===== config.mk =====
export PLATFORM = sky130hd
export DESIGN_NAME = drsc_top
export DESIGN_NICKNAME = d
export VERILOG_FILES = /design/src/design/drsc_pkg.sv /design/src/design/drsc_top.sv
export VERILOG_INCLUDE_DIRS = /design/src /design/src/design
export SDC_FILE = /design/constraint.sdc
export NUM_CORES = 2
export LEC_CHECK = 0
export BUFFER_PORTS_ARGS = -buffer_cell sky130_fd_sc_hd__buf_4
export CAP_MARGIN = 5
export CELL_PAD_IN_SITES_DETAIL_PLACEMENT = 1
export CELL_PAD_IN_SITES_GLOBAL_PLACEMENT = 2
export CORE_MARGIN = 2
export CORE_UTILIZATION = 42
export CTS_BUF_LIST = sky130_fd_sc_hd__clkbuf_8
export DETAILED_ROUTE_END_ITERATION = 6
export PLACE_DENSITY = 0.78
export SLEW_MARGIN = 30
export SYNTH_ARGS = -nofsm -noshare
export SYNTH_HDL_FRONTEND = slang
export SYNTH_SLANG_ARGS = --single-unit
export TNS_END_PERCENT = 1

===== constraint.sdc =====
create_clock -name clock -period 23 [get_ports clock]
set_clock_uncertainty 0.1 [all_clocks]
set_input_delay 1.15 -clock clock [delete_from_list [all_inputs] [get_ports clock]]
set_output_delay 1.15 -clock clock [all_outputs]
set_load 0.01 [all_outputs]

===== src/design/drsc_regs.svh =====
`ifndef DRSC_REGS_SVH
`define DRSC_REGS_SVH
// ----------------------------------------------------------------
// register byte offsets
// ----------------------------------------------------------------
`define DRSC_CTRL        8'h00
`define DRSC_SEC_COUNT   8'h04
`define DRSC_SEC_ALARM   8'h08
`define DRSC_FLEX_COUNT  8'h0C
`define DRSC_FLEX_ALARM  8'h10
`define DRSC_FLEX_FINE   8'h14
`define DRSC_STATUS      8'h18
`define DRSC_MASK        8'h1C
`define DRSC_CAP_COUNT   8'h20
`define DRSC_CAP_FINE    8'h24
`define DRSC_STB_TGT     8'h30
`define DRSC_STB_CFG     8'h34
`define DRSC_STB_STRIDE  8'h08
`define DRSC_SMP_CFG     8'h50
`define DRSC_LAST_ADDR   8'h5C
// ----------------------------------------------------------------
// status bit positions
// ----------------------------------------------------------------
`define DRSC_ST_SEC_ALM  0
`define DRSC_ST_FLEX_ALM 1
`define DRSC_ST_PERIODIC 2
`define DRSC_ST_CAPTURE  3
`define DRSC_ST_SAMPLE   4
// ----------------------------------------------------------------
// reset values and counts
// ----------------------------------------------------------------
`define DRSC_CTRL_RST    32'h0000_0000
`define DRSC_SEC_DIV     32768
`define DRSC_PER_UNITS   60
`define DRSC_RESP_OKAY   2'h0
`define DRSC_RESP_SLVERR 2'h2
`endif


===== src/design/drsc_pkg.sv =====
package drsc_pkg;
    typedef struct packed {
        logic [15:0] rsv_hi;
        logic [3:0]  stb_en;
        logic        cap_en;
        logic        per_en;
        logic        flex_alm_en;
        logic        sec_alm_en;
        logic [3:0]  prescale;
        logic        rsv_lo;
        logic        clk_sel_xtal;
        logic        flex_en;
        logic        sec_en;
    } drsc_ctrl_t;

    typedef struct packed {
        logic [15:0] width;
        logic [15:0] period;
    } drsc_stb_cfg_t;

    typedef struct packed {
        logic [2:0] match;
        logic [2:0] mask;
    } drsc_smp_cfg_t;
endpackage


===== src/design/drsc_top.sv =====
`timescale 1ns/1ps
`include "drsc_regs.svh"

// Summary of operation
// (RULE1) seconds counter divides crystal to 1 Hz
// (RULE2) flexible prescale by two to 0..15
// (RULE3) seconds on crystal, flexible on muxed source
// (RULE4) flexible alarm matches one source cycle
// (RULE5) seconds alarm fires once, absolute time
// (RULE6) flexible absolute alarm plus 60-unit periodic
// (RULE7) four strobe channels, programmable period, width
// (RULE8) strobe pulse starts at target count
// (RULE9) strobe runs independent of power mode
// (RULE10) capture input edge snapshots flexible count
// (RULE11) capture wakes, stores exact source cycle
// (RULE12) channel samples three inputs at pulse
// (RULE13) channel flags programmed input pattern
// (RULE14) seconds alarm has own wake interrupt
// (RULE15) seconds counter has no strobe, capture
// (RULE16) flags sticky, clearable, individually maskable
module drsc_top import drsc_pkg::*; #(
    parameter int CHANNELS = 4
) (
    // clock and reset
    input  wire logic                  clock,
    input  wire logic                  reset,
    // axi4-lite slave
    input  wire logic [31:0]           s_axi_awaddr,
    input  wire logic                  s_axi_awvalid,
    output logic                       s_axi_awready,
    input  wire logic [31:0]           s_axi_wdata,
    input  wire logic [3:0]            s_axi_wstrb,
    input  wire logic                  s_axi_wvalid,
    output logic                       s_axi_wready,
    output logic [1:0]                 s_axi_bresp,
    output logic                       s_axi_bvalid,
    input  wire logic                  s_axi_bready,
    input  wire logic [31:0]           s_axi_araddr,
    input  wire logic                  s_axi_arvalid,
    output logic                       s_axi_arready,
    output logic [31:0]                s_axi_rdata,
    output logic [1:0]                 s_axi_rresp,
    output logic                       s_axi_rvalid,
    input  wire logic                  s_axi_rready,
    // low frequency source ticks
    input  wire logic                  low_freq_crystal_tick,
    input  wire logic                  low_freq_internal_osc_tick,
    // sensor pins
    input  wire logic                  capture_in,
    input  wire logic [CHANNELS*3-1:0] sense_in,
    output logic [CHANNELS-1:0]        strobe_out,
    // wake requests
    output logic                       flex_irq,
    output logic                       sec_irq
);
    // ------------------------------------------------------------
    // state
    // ------------------------------------------------------------
    drsc_ctrl_t    ctrl_r, ctrl_nxt;
    logic [31:0]   sec_alarm_r, sec_alarm_nxt, flex_alarm_r, flex_alarm_nxt;
    logic [14:0]   flex_fine_r, flex_fine_nxt;
    logic [7:0]    mask_r, mask_nxt, status_r, status_nxt;
    logic [31:0]   tgt_r [CHANNELS], tgt_nxt [CHANNELS];
    drsc_stb_cfg_t cfg_r [CHANNELS], cfg_nxt [CHANNELS];
    drsc_smp_cfg_t smp_r [CHANNELS], smp_nxt [CHANNELS];
    logic [14:0]   sec_pre_r, sec_pre_nxt, flex_pre_r, flex_pre_nxt;
    logic [31:0]   sec_cnt_r, sec_cnt_nxt, flex_cnt_r, flex_cnt_nxt;
    logic [5:0]    per_cnt_r, per_cnt_nxt;
    logic [31:0]   cap_cnt_r, cap_cnt_nxt;
    logic [14:0]   cap_fine_r, cap_fine_nxt;
    logic          cap_d_r;
    logic          run_r [CHANNELS], run_nxt [CHANNELS];
    logic [15:0]   phase_r [CHANNELS], phase_nxt [CHANNELS];
    logic [2:0]    last_r [CHANNELS], last_nxt [CHANNELS];
    logic [CHANNELS-1:0] out_r, out_nxt, smp_hit;
    logic          flex_irq_r, sec_irq_nxt, sec_irq_r, flex_irq_nxt;
    logic          lf_tick, unit_tick, sec_hit, flex_hit, per_hit, cap_edge;
    logic [14:0]   unit_mask;
    logic [7:0]    set_vec, clr_vec;
    // bus
    logic          aw_hold_r, aw_hold_nxt, w_hold_r, w_hold_nxt, wr_en;
    logic [7:0]    awaddr_r, awaddr_nxt;
    logic [31:0]   wdata_r, wdata_nxt;
    logic [3:0]    wstrb_r, wstrb_nxt;
    logic          awready_r, awready_nxt, wready_r, wready_nxt;
    logic          bvalid_r, bvalid_nxt, arready_r, arready_nxt;
    logic          rvalid_r, rvalid_nxt;
    logic [1:0]    bresp_r, bresp_nxt, rresp_r, rresp_nxt;
    logic [31:0]   rdata_r, rdata_nxt;
    logic [32:0]   wr_look, rd_look;

    // ------------------------------------------------------------
    // helpers
    // ------------------------------------------------------------
    function automatic logic [31:0] wmerge(input logic [31:0] old,
        input logic [31:0] nw, input logic [3:0] strb);
        logic [31:0] res;
        res = old;
        for (int b = 0; b < 4; b++) begin
            if (strb[b]) begin
                res[b*8 +: 8] = nw[b*8 +: 8];
            end
        end
        return res;
    endfunction

    // bit 32 flags an unmapped address
    function automatic logic [32:0] rd_sel(input logic [7:0] a);
        logic [32:0] res;
        res = {1'b0, 32'h0000_0000};
        unique case (a)
            `DRSC_CTRL:       res[31:0] = ctrl_r;
            `DRSC_SEC_COUNT:  res[31:0] = sec_cnt_r;
            `DRSC_SEC_ALARM:  res[31:0] = sec_alarm_r;
            `DRSC_FLEX_COUNT: res[31:0] = flex_cnt_r;
            `DRSC_FLEX_ALARM: res[31:0] = flex_alarm_r;
            `DRSC_FLEX_FINE:  res[14:0] = flex_fine_r;
            `DRSC_STATUS:     res[7:0]  = status_r;
            `DRSC_MASK:       res[7:0]  = mask_r;
            `DRSC_CAP_COUNT:  res[31:0] = cap_cnt_r;
            `DRSC_CAP_FINE:   res[14:0] = cap_fine_r;
            default: begin
                res[32] = 1'b1;
                for (int c = 0; c < CHANNELS; c++) begin
                    if (a == `DRSC_STB_TGT + 8'(c) * `DRSC_STB_STRIDE) begin
                        res = {1'b0, tgt_r[c]};
                    end
                    if (a == `DRSC_STB_CFG + 8'(c) * `DRSC_STB_STRIDE) begin
                        res = {1'b0, cfg_r[c]};
                    end
                    if (a == `DRSC_SMP_CFG + 8'(c * 4)) begin
                        res = {1'b0, 21'h0, last_r[c], 1'b0,
                               smp_r[c].match, 1'b0, smp_r[c].mask};
                    end
                end
            end
        endcase
        return res;
    endfunction

    // ------------------------------------------------------------
    // axi4-lite slave
    // ------------------------------------------------------------
    assign wr_en = aw_hold_r & w_hold_r & ~bvalid_r;

    always_comb begin
        wr_look     = rd_sel(awaddr_r);
        rd_look     = rd_sel(s_axi_araddr[7:0]);
        aw_hold_nxt = aw_hold_r;
        w_hold_nxt  = w_hold_r;
        awaddr_nxt  = awaddr_r;
        wdata_nxt   = wdata_r;
        wstrb_nxt   = wstrb_r;
        bvalid_nxt  = bvalid_r;
        bresp_nxt   = bresp_r;
        rvalid_nxt  = rvalid_r;
        rdata_nxt   = rdata_r;
        rresp_nxt   = rresp_r;
        if (s_axi_awvalid && awready_r) begin
            aw_hold_nxt = 1'b1;
            awaddr_nxt  = s_axi_awaddr[7:0];
        end
        if (s_axi_wvalid && wready_r) begin
            w_hold_nxt = 1'b1;
            wdata_nxt  = s_axi_wdata;
            wstrb_nxt  = s_axi_wstrb;
        end
        if (bvalid_r && s_axi_bready) begin
            bvalid_nxt = 1'b0;
        end
        if (wr_en) begin
            aw_hold_nxt = 1'b0;
            w_hold_nxt  = 1'b0;
            bvalid_nxt  = 1'b1;
            bresp_nxt   = wr_look[32] ? `DRSC_RESP_SLVERR : `DRSC_RESP_OKAY;
        end
        if (rvalid_r && s_axi_rready) begin
            rvalid_nxt = 1'b0;
        end
        if (s_axi_arvalid && arready_r) begin
            rvalid_nxt = 1'b1;
            rdata_nxt  = rd_look[31:0];
            rresp_nxt  = rd_look[32] ? `DRSC_RESP_SLVERR : `DRSC_RESP_OKAY;
        end
        awready_nxt = ~aw_hold_nxt & ~bvalid_nxt;
        wready_nxt  = ~w_hold_nxt & ~bvalid_nxt;
        arready_nxt = ~rvalid_nxt;
    end

    always_ff @(posedge clock or posedge reset) begin
        if (reset) begin
            {aw_hold_r, w_hold_r, bvalid_r, rvalid_r} <= 4'h0;
            {awready_r, wready_r, arready_r} <= 3'h0;
            awaddr_r <= 8'h00;
            wdata_r  <= 32'h0000_0000;
            wstrb_r  <= 4'h0;
            bresp_r  <= 2'h0;
            rresp_r  <= 2'h0;
            rdata_r  <= 32'h0000_0000;
        end else begin
            {aw_hold_r, w_hold_r} <= {aw_hold_nxt, w_hold_nxt};
            {bvalid_r, rvalid_r}  <= {bvalid_nxt, rvalid_nxt};
            {awready_r, wready_r, arready_r} <=
                {awready_nxt, wready_nxt, arready_nxt};
            awaddr_r <= awaddr_nxt;
            wdata_r  <= wdata_nxt;
            wstrb_r  <= wstrb_nxt;
            bresp_r  <= bresp_nxt;
            rresp_r  <= rresp_nxt;
            rdata_r  <= rdata_nxt;
        end
    end

    assign s_axi_awready = awready_r;
    assign s_axi_wready  = wready_r;
    assign s_axi_bvalid  = bvalid_r;
    assign s_axi_bresp   = bresp_r;
    assign s_axi_arready = arready_r;
    assign s_axi_rvalid  = rvalid_r;
    assign s_axi_rdata   = rdata_r;
    assign s_axi_rresp   = rresp_r;

    // ------------------------------------------------------------
    // counters, alarms and capture
    // ------------------------------------------------------------
    assign lf_tick   = ctrl_r.clk_sel_xtal ? low_freq_crystal_tick :
                       low_freq_internal_osc_tick; // RULE3
    assign unit_mask = 15'((16'h0001 << ctrl_r.prescale) - 16'h0001);
    assign unit_tick = ctrl_r.flex_en & lf_tick &
                       ((flex_pre_r & unit_mask) == unit_mask); // RULE2
    assign sec_hit   = ctrl_r.sec_en & ctrl_r.sec_alm_en &
                       (sec_cnt_r == sec_alarm_r); // RULE5
    assign flex_hit  = ctrl_r.flex_en & ctrl_r.flex_alm_en & lf_tick &
                       (flex_cnt_r == flex_alarm_r) &
                       (flex_pre_r == flex_fine_r); // RULE4
    assign per_hit   = ctrl_r.per_en & unit_tick &
                       (per_cnt_r == 6'(`DRSC_PER_UNITS - 1)); // RULE6
    // seconds counter owns no capture path
    assign cap_edge  = ctrl_r.flex_en & ctrl_r.cap_en &
                       capture_in & ~cap_d_r; // RULE10 RULE15

    always_comb begin
        sec_pre_nxt  = sec_pre_r;
        sec_cnt_nxt  = sec_cnt_r;
        flex_pre_nxt = flex_pre_r;
        flex_cnt_nxt = flex_cnt_r;
        per_cnt_nxt  = per_cnt_r;
        cap_cnt_nxt  = cap_cnt_r;
        cap_fine_nxt = cap_fine_r;
        if (!ctrl_r.sec_en) begin
            sec_pre_nxt = 15'h0000;
            sec_cnt_nxt = 32'h0000_0000;
        end else if (low_freq_crystal_tick) begin
            if (sec_pre_r == 15'(`DRSC_SEC_DIV - 1)) begin // RULE1
                sec_pre_nxt = 15'h0000;
                sec_cnt_nxt = sec_cnt_r + 32'h0000_0001;
            end else begin
                sec_pre_nxt = sec_pre_r + 15'h0001;
            end
        end
        if (!ctrl_r.flex_en) begin
            flex_pre_nxt = 15'h0000;
            flex_cnt_nxt = 32'h0000_0000;
            per_cnt_nxt  = 6'h00;
        end else if (lf_tick) begin
            flex_pre_nxt = flex_pre_r + 15'h0001;
            if (unit_tick) begin
                flex_cnt_nxt = flex_cnt_r + 32'h0000_0001;
                per_cnt_nxt  = per_hit || per_cnt_r ==
                    6'(`DRSC_PER_UNITS - 1) ? 6'h00 : per_cnt_r + 6'h01;
            end
        end
        if (cap_edge) begin
            cap_cnt_nxt  = flex_cnt_r; // RULE11
            cap_fine_nxt = flex_pre_r;
        end
    end

    always_ff @(posedge clock or posedge reset) begin
        if (reset) begin
            {sec_pre_r, flex_pre_r, cap_fine_r} <= {3{15'h0000}};
            {sec_cnt_r, flex_cnt_r, cap_cnt_r}  <= {3{32'h0000_0000}};
            per_cnt_r <= 6'h00;
            cap_d_r   <= 1'b0;
        end else begin
            {sec_pre_r, flex_pre_r, cap_fine_r} <=
                {sec_pre_nxt, flex_pre_nxt, cap_fine_nxt};
            {sec_cnt_r, flex_cnt_r, cap_cnt_r} <=
                {sec_cnt_nxt, flex_cnt_nxt, cap_cnt_nxt};
            per_cnt_r <= per_cnt_nxt;
            cap_d_r   <= capture_in;
        end
    end

    // ------------------------------------------------------------
    // strobe channels; no power mode input gates them
    // ------------------------------------------------------------
    always_comb begin
        for (int c = 0; c < CHANNELS; c++) begin
            run_nxt[c]   = run_r[c];
            phase_nxt[c] = phase_r[c];
            last_nxt[c]  = last_r[c];
            smp_hit[c]   = 1'b0;
            if (!ctrl_r.stb_en[c] || !ctrl_r.flex_en) begin
                run_nxt[c]   = 1'b0;
                phase_nxt[c] = 16'h0000;
            end else if (!run_r[c]) begin
                run_nxt[c] = unit_tick && flex_cnt_r == tgt_r[c]; // RULE8
            end else if (lf_tick) begin
                // period 0 wraps at 65536 ticks, the 0.5 Hz end
                phase_nxt[c] = phase_r[c] == cfg_r[c].period - 16'h0001 ?
                               16'h0000 : phase_r[c] + 16'h0001; // RULE7
            end
            // sample at each rising edge of the pulse
            if (run_nxt[c] && phase_nxt[c] == 16'h0000 &&
                (!run_r[c] || lf_tick)) begin // RULE12 RULE9
                last_nxt[c] = sense_in[c*3 +: 3];
                smp_hit[c]  = smp_r[c].mask != 3'h0 &&
                    ((sense_in[c*3 +: 3] ^ smp_r[c].match) &
                     smp_r[c].mask) == 3'h0; // RULE13
            end
            out_nxt[c] = run_nxt[c] && phase_nxt[c] < cfg_r[c].width;
        end
    end

    always_ff @(posedge clock or posedge reset) begin
        if (reset) begin
            out_r <= '0;
            for (int c = 0; c < CHANNELS; c++) begin
                run_r[c]   <= 1'b0;
                phase_r[c] <= 16'h0000;
                last_r[c]  <= 3'h0;
            end
        end else begin
            out_r   <= out_nxt;
            run_r   <= run_nxt;
            phase_r <= phase_nxt;
            last_r  <= last_nxt;
        end
    end

    assign strobe_out = out_r;

    // ------------------------------------------------------------
    // software registers and flags
    // ------------------------------------------------------------
    assign set_vec = {4'(smp_hit), cap_edge, per_hit, flex_hit, sec_hit};
    assign clr_vec = wr_en && awaddr_r == `DRSC_STATUS ?
                     wdata_r[7:0] & {8{wstrb_r[0]}} : 8'h00;

    always_comb begin
        ctrl_nxt       = ctrl_r;
        sec_alarm_nxt  = sec_alarm_r;
        flex_alarm_nxt = flex_alarm_r;
        flex_fine_nxt  = flex_fine_r;
        mask_nxt       = mask_r;
        tgt_nxt        = tgt_r;
        cfg_nxt        = cfg_r;
        smp_nxt        = smp_r;
        if (wr_en) begin
            unique case (awaddr_r)
                `DRSC_CTRL:       ctrl_nxt = wmerge(ctrl_r, wdata_r, wstrb_r);
                `DRSC_SEC_ALARM:  sec_alarm_nxt =
                    wmerge(sec_alarm_r, wdata_r, wstrb_r);
                `DRSC_FLEX_ALARM: flex_alarm_nxt =
                    wmerge(flex_alarm_r, wdata_r, wstrb_r);
                `DRSC_FLEX_FINE:  flex_fine_nxt =
                    15'(wmerge({17'h0, flex_fine_r}, wdata_r, wstrb_r));
                `DRSC_MASK:       mask_nxt =
                    wstrb_r[0] ? wdata_r[7:0] : mask_r;
                default: begin
                    for (int c = 0; c < CHANNELS; c++) begin
                        if (awaddr_r == `DRSC_STB_TGT +
                            8'(c) * `DRSC_STB_STRIDE) begin
                            tgt_nxt[c] = wmerge(tgt_r[c], wdata_r, wstrb_r);
                        end
                        if (awaddr_r == `DRSC_STB_CFG +
                            8'(c) * `DRSC_STB_STRIDE) begin
                            cfg_nxt[c] = wmerge(cfg_r[c], wdata_r, wstrb_r);
                        end
                        if (awaddr_r == `DRSC_SMP_CFG + 8'(c * 4) &&
                            wstrb_r[0]) begin
                            smp_nxt[c] = {wdata_r[6:4], wdata_r[2:0]};
                        end
                    end
                end
            endcase
        end
        ctrl_nxt.rsv_hi = 16'h0000;
        ctrl_nxt.rsv_lo = 1'b0;
        // one-shot alarms disarm themselves; a hit beats a rewrite
        if (sec_hit) ctrl_nxt.sec_alm_en = 1'b0; // RULE5
        if (flex_hit) ctrl_nxt.flex_alm_en = 1'b0;
        status_nxt   = (status_r & ~clr_vec) | set_vec; // RULE16
        sec_irq_nxt  = status_nxt[`DRSC_ST_SEC_ALM] &
                       mask_nxt[`DRSC_ST_SEC_ALM]; // RULE14
        flex_irq_nxt = |(status_nxt[7:1] & mask_nxt[7:1]); // RULE11 RULE16
    end

    always_ff @(posedge clock or posedge reset) begin
        if (reset) begin
            ctrl_r       <= `DRSC_CTRL_RST;
            sec_alarm_r  <= 32'h0000_0000;
            flex_alarm_r <= 32'h0000_0000;
            flex_fine_r  <= 15'h0000;
            {mask_r, status_r} <= 16'h0000;
            {sec_irq_r, flex_irq_r} <= 2'h0;
            for (int c = 0; c < CHANNELS; c++) begin
                tgt_r[c] <= 32'h0000_0000;
                cfg_r[c] <= 32'h0000_0000;
                smp_r[c] <= 6'h00;
            end
        end else begin
            ctrl_r       <= ctrl_nxt;
            sec_alarm_r  <= sec_alarm_nxt;
            flex_alarm_r <= flex_alarm_nxt;
            flex_fine_r  <= flex_fine_nxt;
            {mask_r, status_r} <= {mask_nxt, status_nxt};
            {sec_irq_r, flex_irq_r} <= {sec_irq_nxt, flex_irq_nxt};
            tgt_r <= tgt_nxt;
            cfg_r <= cfg_nxt;
            smp_r <= smp_nxt;
        end
    end

    assign sec_irq  = sec_irq_r;
    assign flex_irq = flex_irq_r;

    // ------------------------------------------------------------
    // checks
    // ------------------------------------------------------------
    sec_tick_a: assert property (@(posedge clock) disable iff (reset) // RULE1
        ctrl_r.sec_en && low_freq_crystal_tick && sec_pre_r == 15'h7FFF
        |=> sec_cnt_r == $past(sec_cnt_r) + 32'h1 && sec_pre_r == 15'h0)
        else $error("seconds did not advance at prescale wrap");
    flex_unit_a: assert property (@(posedge clock) disable iff (reset) // RULE2
        lf_tick && ctrl_r.flex_en && (flex_pre_r & unit_mask) != unit_mask
        |=> flex_cnt_r == $past(flex_cnt_r))
        else $error("flexible count moved off a unit boundary");
    clk_mux_a: assert property (@(posedge clock) disable iff (reset) // RULE3
        ctrl_r.flex_en && !ctrl_r.clk_sel_xtal &&
        !low_freq_internal_osc_tick |=> flex_pre_r == $past(flex_pre_r))
        else $error("flexible prescaler ran on unselected source");
    fine_alarm_a: assert property (@(posedge clock) disable iff (reset) // RULE4
        flex_hit |=> status_r[`DRSC_ST_FLEX_ALM] && !ctrl_r.flex_alm_en)
        else $error("fine alarm hit not flagged");
    sec_once_a: assert property (@(posedge clock) disable iff (reset) // RULE5
        sec_hit && !(wr_en && awaddr_r == `DRSC_CTRL)
        |=> !ctrl_r.sec_alm_en ##1 !sec_hit)
        else $error("seconds alarm fired twice");
    periodic_a: assert property (@(posedge clock) disable iff (reset) // RULE6
        per_hit |-> per_cnt_r == 6'd59 ##1 per_cnt_r == 6'd0)
        else $error("periodic alarm off its 60-unit step");
    strobe_go_a: assert property (@(posedge clock) disable iff (reset) // RULE8
        !run_r[0] && run_nxt[0] && cfg_r[0].width != 16'h0
        |=> strobe_out[0] && run_r[0])
        else $error("strobe pulse missing at target");
    capture_a: assert property (@(posedge clock) disable iff (reset) // RULE10
        cap_edge |=> cap_cnt_r == $past(flex_cnt_r) &&
        cap_fine_r == $past(flex_pre_r) && status_r[`DRSC_ST_CAPTURE])
        else $error("capture snapshot wrong");
    irq_mask_a: assert property (@(posedge clock) disable iff (reset) // RULE16
        $rose(flex_irq) |-> |(status_r[7:1] & mask_r[7:1]))
        else $error("interrupt raised with no unmasked flag");
endmodule // drsc_top


# Yosys cells after proc, flatten, opt, wreduce, memory -nomap -nowiden
# Cells that the tools add are included.
[totals] ff_bits=711 inputBits=122 out_inout_bits=47 wordCells=434
[op_classes] n_addsub=14 order_cmp=4 n_eq_ne=60 shifts=1 n_mux=93 bitwise=39 n_reduce_logical=126
[op_table] operator="$mux 33" count=24
[op_table] operator="$mux 16" count=16
[op_table] operator="$eq 32x32->1" count=6
[op_table] operator="$mux 32" count=6
[op_table] operator="$eq 8x7->1 const B" count=16
[op_table] operator="$reduce_and 4->1" count=32
[op_table] operator="$pmux 17 s7" count=1
[op_table] operator="$eq 8x6->1 const B" count=12
[op_table] operator="$pmux 8 s10" count=1
[op_table] operator="$mux 15" count=5
[op_table] operator="$add 16x1->16 const B" count=4
[op_table] operator="$add 32x1->32 const B" count=2
[op_table] operator="$eq 16x16->1" count=4
[op_table] operator="$eq 8x5->1 const B" count=8
[op_table] operator="$logic_not 16->1" count=4
[op_table] operator="$lt 16x16->1" count=4
[op_table] operator="$sub 16x1->16 const B" count=4
[op_table] operator="$pmux 7 s9" count=1
[op_table] operator="$reduce_and 3->1" count=18
[op_table] operator="$mux 8" count=5
[op_table] operator="$eq 8x4->1 const B" count=4
[op_table] operator="$add 15x1->15 const B" count=2
[op_table] operator="$eq 15x15->1" count=2
[op_table] operator="$logic_and 1x1->1" count=30
[op_table] operator="other kinds (33)" count=126

# Depth between registers and ports, before layout
[logic_depth] depth_word=15 ltp_mapped=22 ltp_nobuf=21

# Least setup slack after synthesis
# No wires, ideal clock.
[synth_path] kind="flip-flop to flip-flop" from="register cfg_r[0] in the netlist's numbering" to="register out_r[3], in the netlist strobe_out[3]" setup_time_ps=77 arrival_ps=4513 required_time_ps=22823 slack_ps=18309 path_stages_with_launch=21 path_buffers=1 period_less_slack_ps=4691 cell_sequence="dfrtp_1 -> inv_1 -> ha_1 -> nor3b_1 -> nand3_1 -> o22a_1 -> or4_1 -> or3_1 -> o21bai_1 -> buf_2 -> nor2_1 -> ha_1 -> a21o_1 -> a21o_1 -> a21o_1 -> a21o_1 -> a21oi_1 -> nor2b_1 -> o21ai_0 -> nand3_1 -> a21oi_1"
[synth_rtl] item="from (decl)" line="drsc_top.sv:64" rtl="drsc_stb_cfg_t cfg_r [CHANNELS], cfg_nxt [CHANNELS];"
[synth_rtl] item="from (signal assigned)" line="drsc_top.sv:421" rtl="cfg_r <= cfg_nxt;"
[synth_rtl] item="to (signal assigned)" line="drsc_top.sv:335" rtl="out_r <= out_nxt;"
[synth_rtl] item="to (decl)" line="drsc_top.sv:75" rtl="logic [CHANNELS-1:0] out_r, out_nxt, smp_hit;"

==> run summary <==
========================================================================================================
Outcome                                                                                     complete, no violations
Final setup slack of the worst path                                                             17.35 ns
Post-route ant nets                                                                                    0
Ys Warns                                                                                               0
Most common library cell in the layout ignoring fill and taps                               sky130_fd_sc_hd__dfrtp_1
Worst Path Required                                                                             23.60 ns
Cell row count                                                                                       112
Total number of vias                                                                              33,700
Cts repair resizes                                                                                     0
Initial antenna violation count                                                                        7
Sum of net half-perimeters after detailed placement                                           118,800 um
Gate count of the mapped netlist                                                                   3,986
GRT Resource Usage Total                                                                          32.90%
Final-stage net count                                                                              4,210
# fillers                                                                                         10,490
Starting Density                                                                                  42.55%
# IOs                                                                                                169
Buffers added on ports                                                                               118
Maximum number of buffers from clock root to sink                                                      3
Maximum fanout count along the critical path                                                          37
# Max-Cap Violations                                                                                   0
Tightest slew margin relative to the limit                                                        22.33%
Post-synth EDFFs                                                                                       0
Final worst path period share                                                                     24.58%
DRC viols                                                                                              0
Share of post-route cells with drive strength above 1                                             20.44%
CTS sink cnt                                                                                         709
Mean cell area of the mapped netlist                                                          9.992 um^2
Via count of the first global-routing pass                                                        33,650
Part of the Yosys area used for sequential elements                                               44.55%
Std-Cell Core Area                                                                          0.09361 mm^2
Synthesized area                                                                            0.03983 mm^2
Height of the die                                                                               311.9 um
Pwr Density                                                                                 81.57 mW/mm^2
Number of endpoints failing setup at the final stage                                                   0
Final critical path time including I/O delays and setup                                         5.654 ns
Critical path arrival                                                                            6.26 ns
Switching part of the total                                                                       36.51%
Clk_lat worst skew                                                                               0.84 ns
Kind of end point of the critical path                                                          register
Worst Setup Start Kind                                                                          register
Clock root cell                                                                             sky130_fd_sc_hd__clkbuf_8
Switching component of the power                                                              0.001323 W
Netlist cell types                                                                                    94
VDD IR-drop max                                                                                 61.97 uV
Violation count after the first detailed-routing iteration                                         3,461
Overflow after GRT                                                                                     0
Synth-to-Final Area Change                                                                        11.54%
CP Class                                                                                      reg -> reg
Most common flop cell mapped by yosys                                                       sky130_fd_sc_hd__dfrtp_1
Worst slew pin tran                                                                             1.154 ns
Avg Vias per Cell                                                                                  6.281
Leading cell types in the layout, fill and taps excluded                                    sky130_fd_sc_hd__dfrtp_1 (709), sky130_fd_sc_hd__mux2_2 (394), sky130_fd_sc_hd__nand2_1 (304), sky130_fd_sc_hd__nor2_1 (264), sky130_fd_sc_hd__xor2_1 (225)
Clock tree from TritonCTS                                                                           done
Global placement routability congestion                                                           0.9524
H-Tree Depth                                                                                           4
Post-place setup slack                                                                          17.04 ns
Logic depth of the worst register-to-register path                                                    12
Static Leakage                                                                                  20.24 nW
Classification of the worst-slack hold path                                                  in -> async
Combinational Power Share                                                                          19.9%
Seq cells post-synth                                                                                 709
Highest clock rate                                                                            0.1769 GHz
Pins Over Slew Limit                                                                                   0
RSZ-0062 raised after global routing                                                                  no
Proportion of power drawn by flip-flops and latches                                                45.6%
Largest net degree at the start of global routing                                                    140
TritonCTS buffer count                                                                               134
Async S/R FF share, synth                                                                         100.0%
Average detailed-routed wire length per instance                                                30.14 um
Sum of negative setup slack                                                                         0 ns
Global-route wire length before repair                                                        236,700 um
Die outline area                                                                            0.09731 mm^2
Router iterations before antenna repair                                                                6
Quantity of hold-fixing buffers added after cts                                                        0
Number of hold violations in the final report                                                          0
Number of buffers added for setup after CTS                                                            0
Post-CTS clock slew at the launch and capture registers of the worst setup and hold paths        0.06 ns
Power share of the clock group                                                                     34.5%
Die X-Extent                                                                                    311.9 um
P_int                                                                                         0.002300 W
Detailed Route WL                                                                             161,700 um
========================================================================================================
layer usage:
metal / up-vias / GRT usage (%) / routed length [um]
li1: 14470 / - / -
met1: 17580 / 47.19 / 72410
met2: 1345 / 49.45 / 71400
met4: 0 / 12.54 / 6252
met3: 301 / 5.899 / 11660
met5: - / 0 / 0
critical path, cell delays in order, from the launching register on:
cell	delay (ns)
sky130_fd_sc_hd__dfrtp_1	0.59
sky130_fd_sc_hd__or4_4	0.62
sky130_fd_sc_hd__ha_1	0.35
sky130_fd_sc_hd__nor3b_1	0.19
sky130_fd_sc_hd__o21ai_0	0.21
sky130_fd_sc_hd__nand4_1	0.15
sky130_fd_sc_hd__or4b_2	0.77
sky130_fd_sc_hd__buf_4	0.36
sky130_fd_sc_hd__o32ai_2	0.58
sky130_fd_sc_hd__o221ai_1	0.27
sky130_fd_sc_hd__nor4_2	0.49
sky130_fd_sc_hd__nand3_1	0.39
sky130_fd_sc_hd__mux2_2	0.38
synth_stat cells, drive strengths merged (7+ instances only):
library cell  count  share of area, %
o31ai            11              0.21
nand3           145               1.8
a21boi            9              0.17
nand2b           20              0.31
xnor2           186               4.1
clkbuf          250               2.4
or2               7              0.11
o211ai           28              0.53
a21o             23              0.43
nor4b            11              0.24
nor2            283               2.7
and2             44              0.70
dfrtp           709                45
o2111ai           7              0.15
a22oi           109               2.1
and4             10              0.22
xor2            225               4.9
o21ai           218               2.7
or4              23              0.44
nand2           305               2.9
inv             107               1.0
o221ai            8              0.18
nand3b            9              0.17
a221oi           36              0.79
nor4             75               1.3
a2111oi          11              0.26
a31oi            23              0.36
or4b              8              0.20
a41oi            24              0.53
or3              22              0.35
buf              37              0.42
and3             56              0.88
a211oi           12              0.23
nand4           101               1.6
nor2b            23              0.36
or3b              7              0.15
a22o             20              0.44
nor3             58              0.74
a21oi            99               1.2
mux2            400                11
nor3b            11              0.22
ha               74               2.3
mux2i            15              0.39
a222oi           30              0.75
o22ai            20              0.31
logic make-up after synthesis:
group,synth area share [%]
other,0.009416
xor gates and xnor gates,9.038
AOI/OAI and AO/OA,12.86
DFF,44.55
and+or+nand+nor,15.68
muxes,11.75
buffers and inverters,3.786
adders and majority gates,2.325
area by class of cell:
cell class	instances	area, um^2	share of cell area (%)
clock inverter	67	345.3	0.7774
antenna	2	5.005	0.01127
timing repair buffer	178	1393	3.135
tap	1254	1569	3.532
sequential	709	17740	39.94
inverter	107	409.1	0.9210
clock buffer	165	2271	5.112
multi-input combinational	2884	20690	46.57
power by group through the flow:
stage          registers [W]  logic [W]  clock network (W)
6_report             0.00165   0.000721            0.00125
3_5_place_dp         0.00167   0.000707                  0
4_1_cts              0.00164   0.000711            0.00127
3_3_place_gp         0.00166   0.000693                  0
2_1_floorplan        0.00147   0.000501                  0
5_1_grt              0.00166   0.000775            0.00132
path summary, 6_finish.rpt:
path | start | slack, ns | endpoint
min in group clock | capture_in | 0.35 | cap_d_r
hold reg to reg | s_axi_rdata[6] | 0.37 | s_axi_rdata[6]
max in group asynchronous | reset | 19.90 | smp_r[17]
hold / removal | reset | 0.30 | wdata_r[31]
setup reg to reg | ctrl_r[5] | 17.35 | last_r[6]
setup / recovery | ctrl_r[5] | 17.35 | last_r[6]
sequential cells by signal, indices dropped and copies added (netlist names), 8 cells and up:
name,flops
wdata_r,32
flex_pre_r,15
s_axi_rdata,32
flex_alarm_r,32
phase_r,64
cap_cnt_r,32
flex_fine_r,15
awaddr_r,8
flex_cnt_r,32
sec_alarm_r,32
sec_pre_r,15
mask_r,8
last_r,12
cfg_r,128
smp_r,24
status_r,8
tgt_r,128
sec_cnt_r,32
cap_fine_r,15
ctrl_r,15
metrics by stage:
stage                     total power [W]  cell area, um^2  hold WS (ns)  utilization, %  instances
after floorplan                  0.001972            39830        0.3488               -       3987
after global placement           0.002354            41690        0.3608           44.53       5130
after detailed placement         0.002374            41740        0.3706           44.59       5132
after CTS                        0.003622            44360        0.2927           47.38       5364
after global routing             0.003749            44420        0.3321           47.45       5365
final                            0.003623            44420        0.3006           47.46       5366
Note: power is estimated with default switching activity, not from simulation.
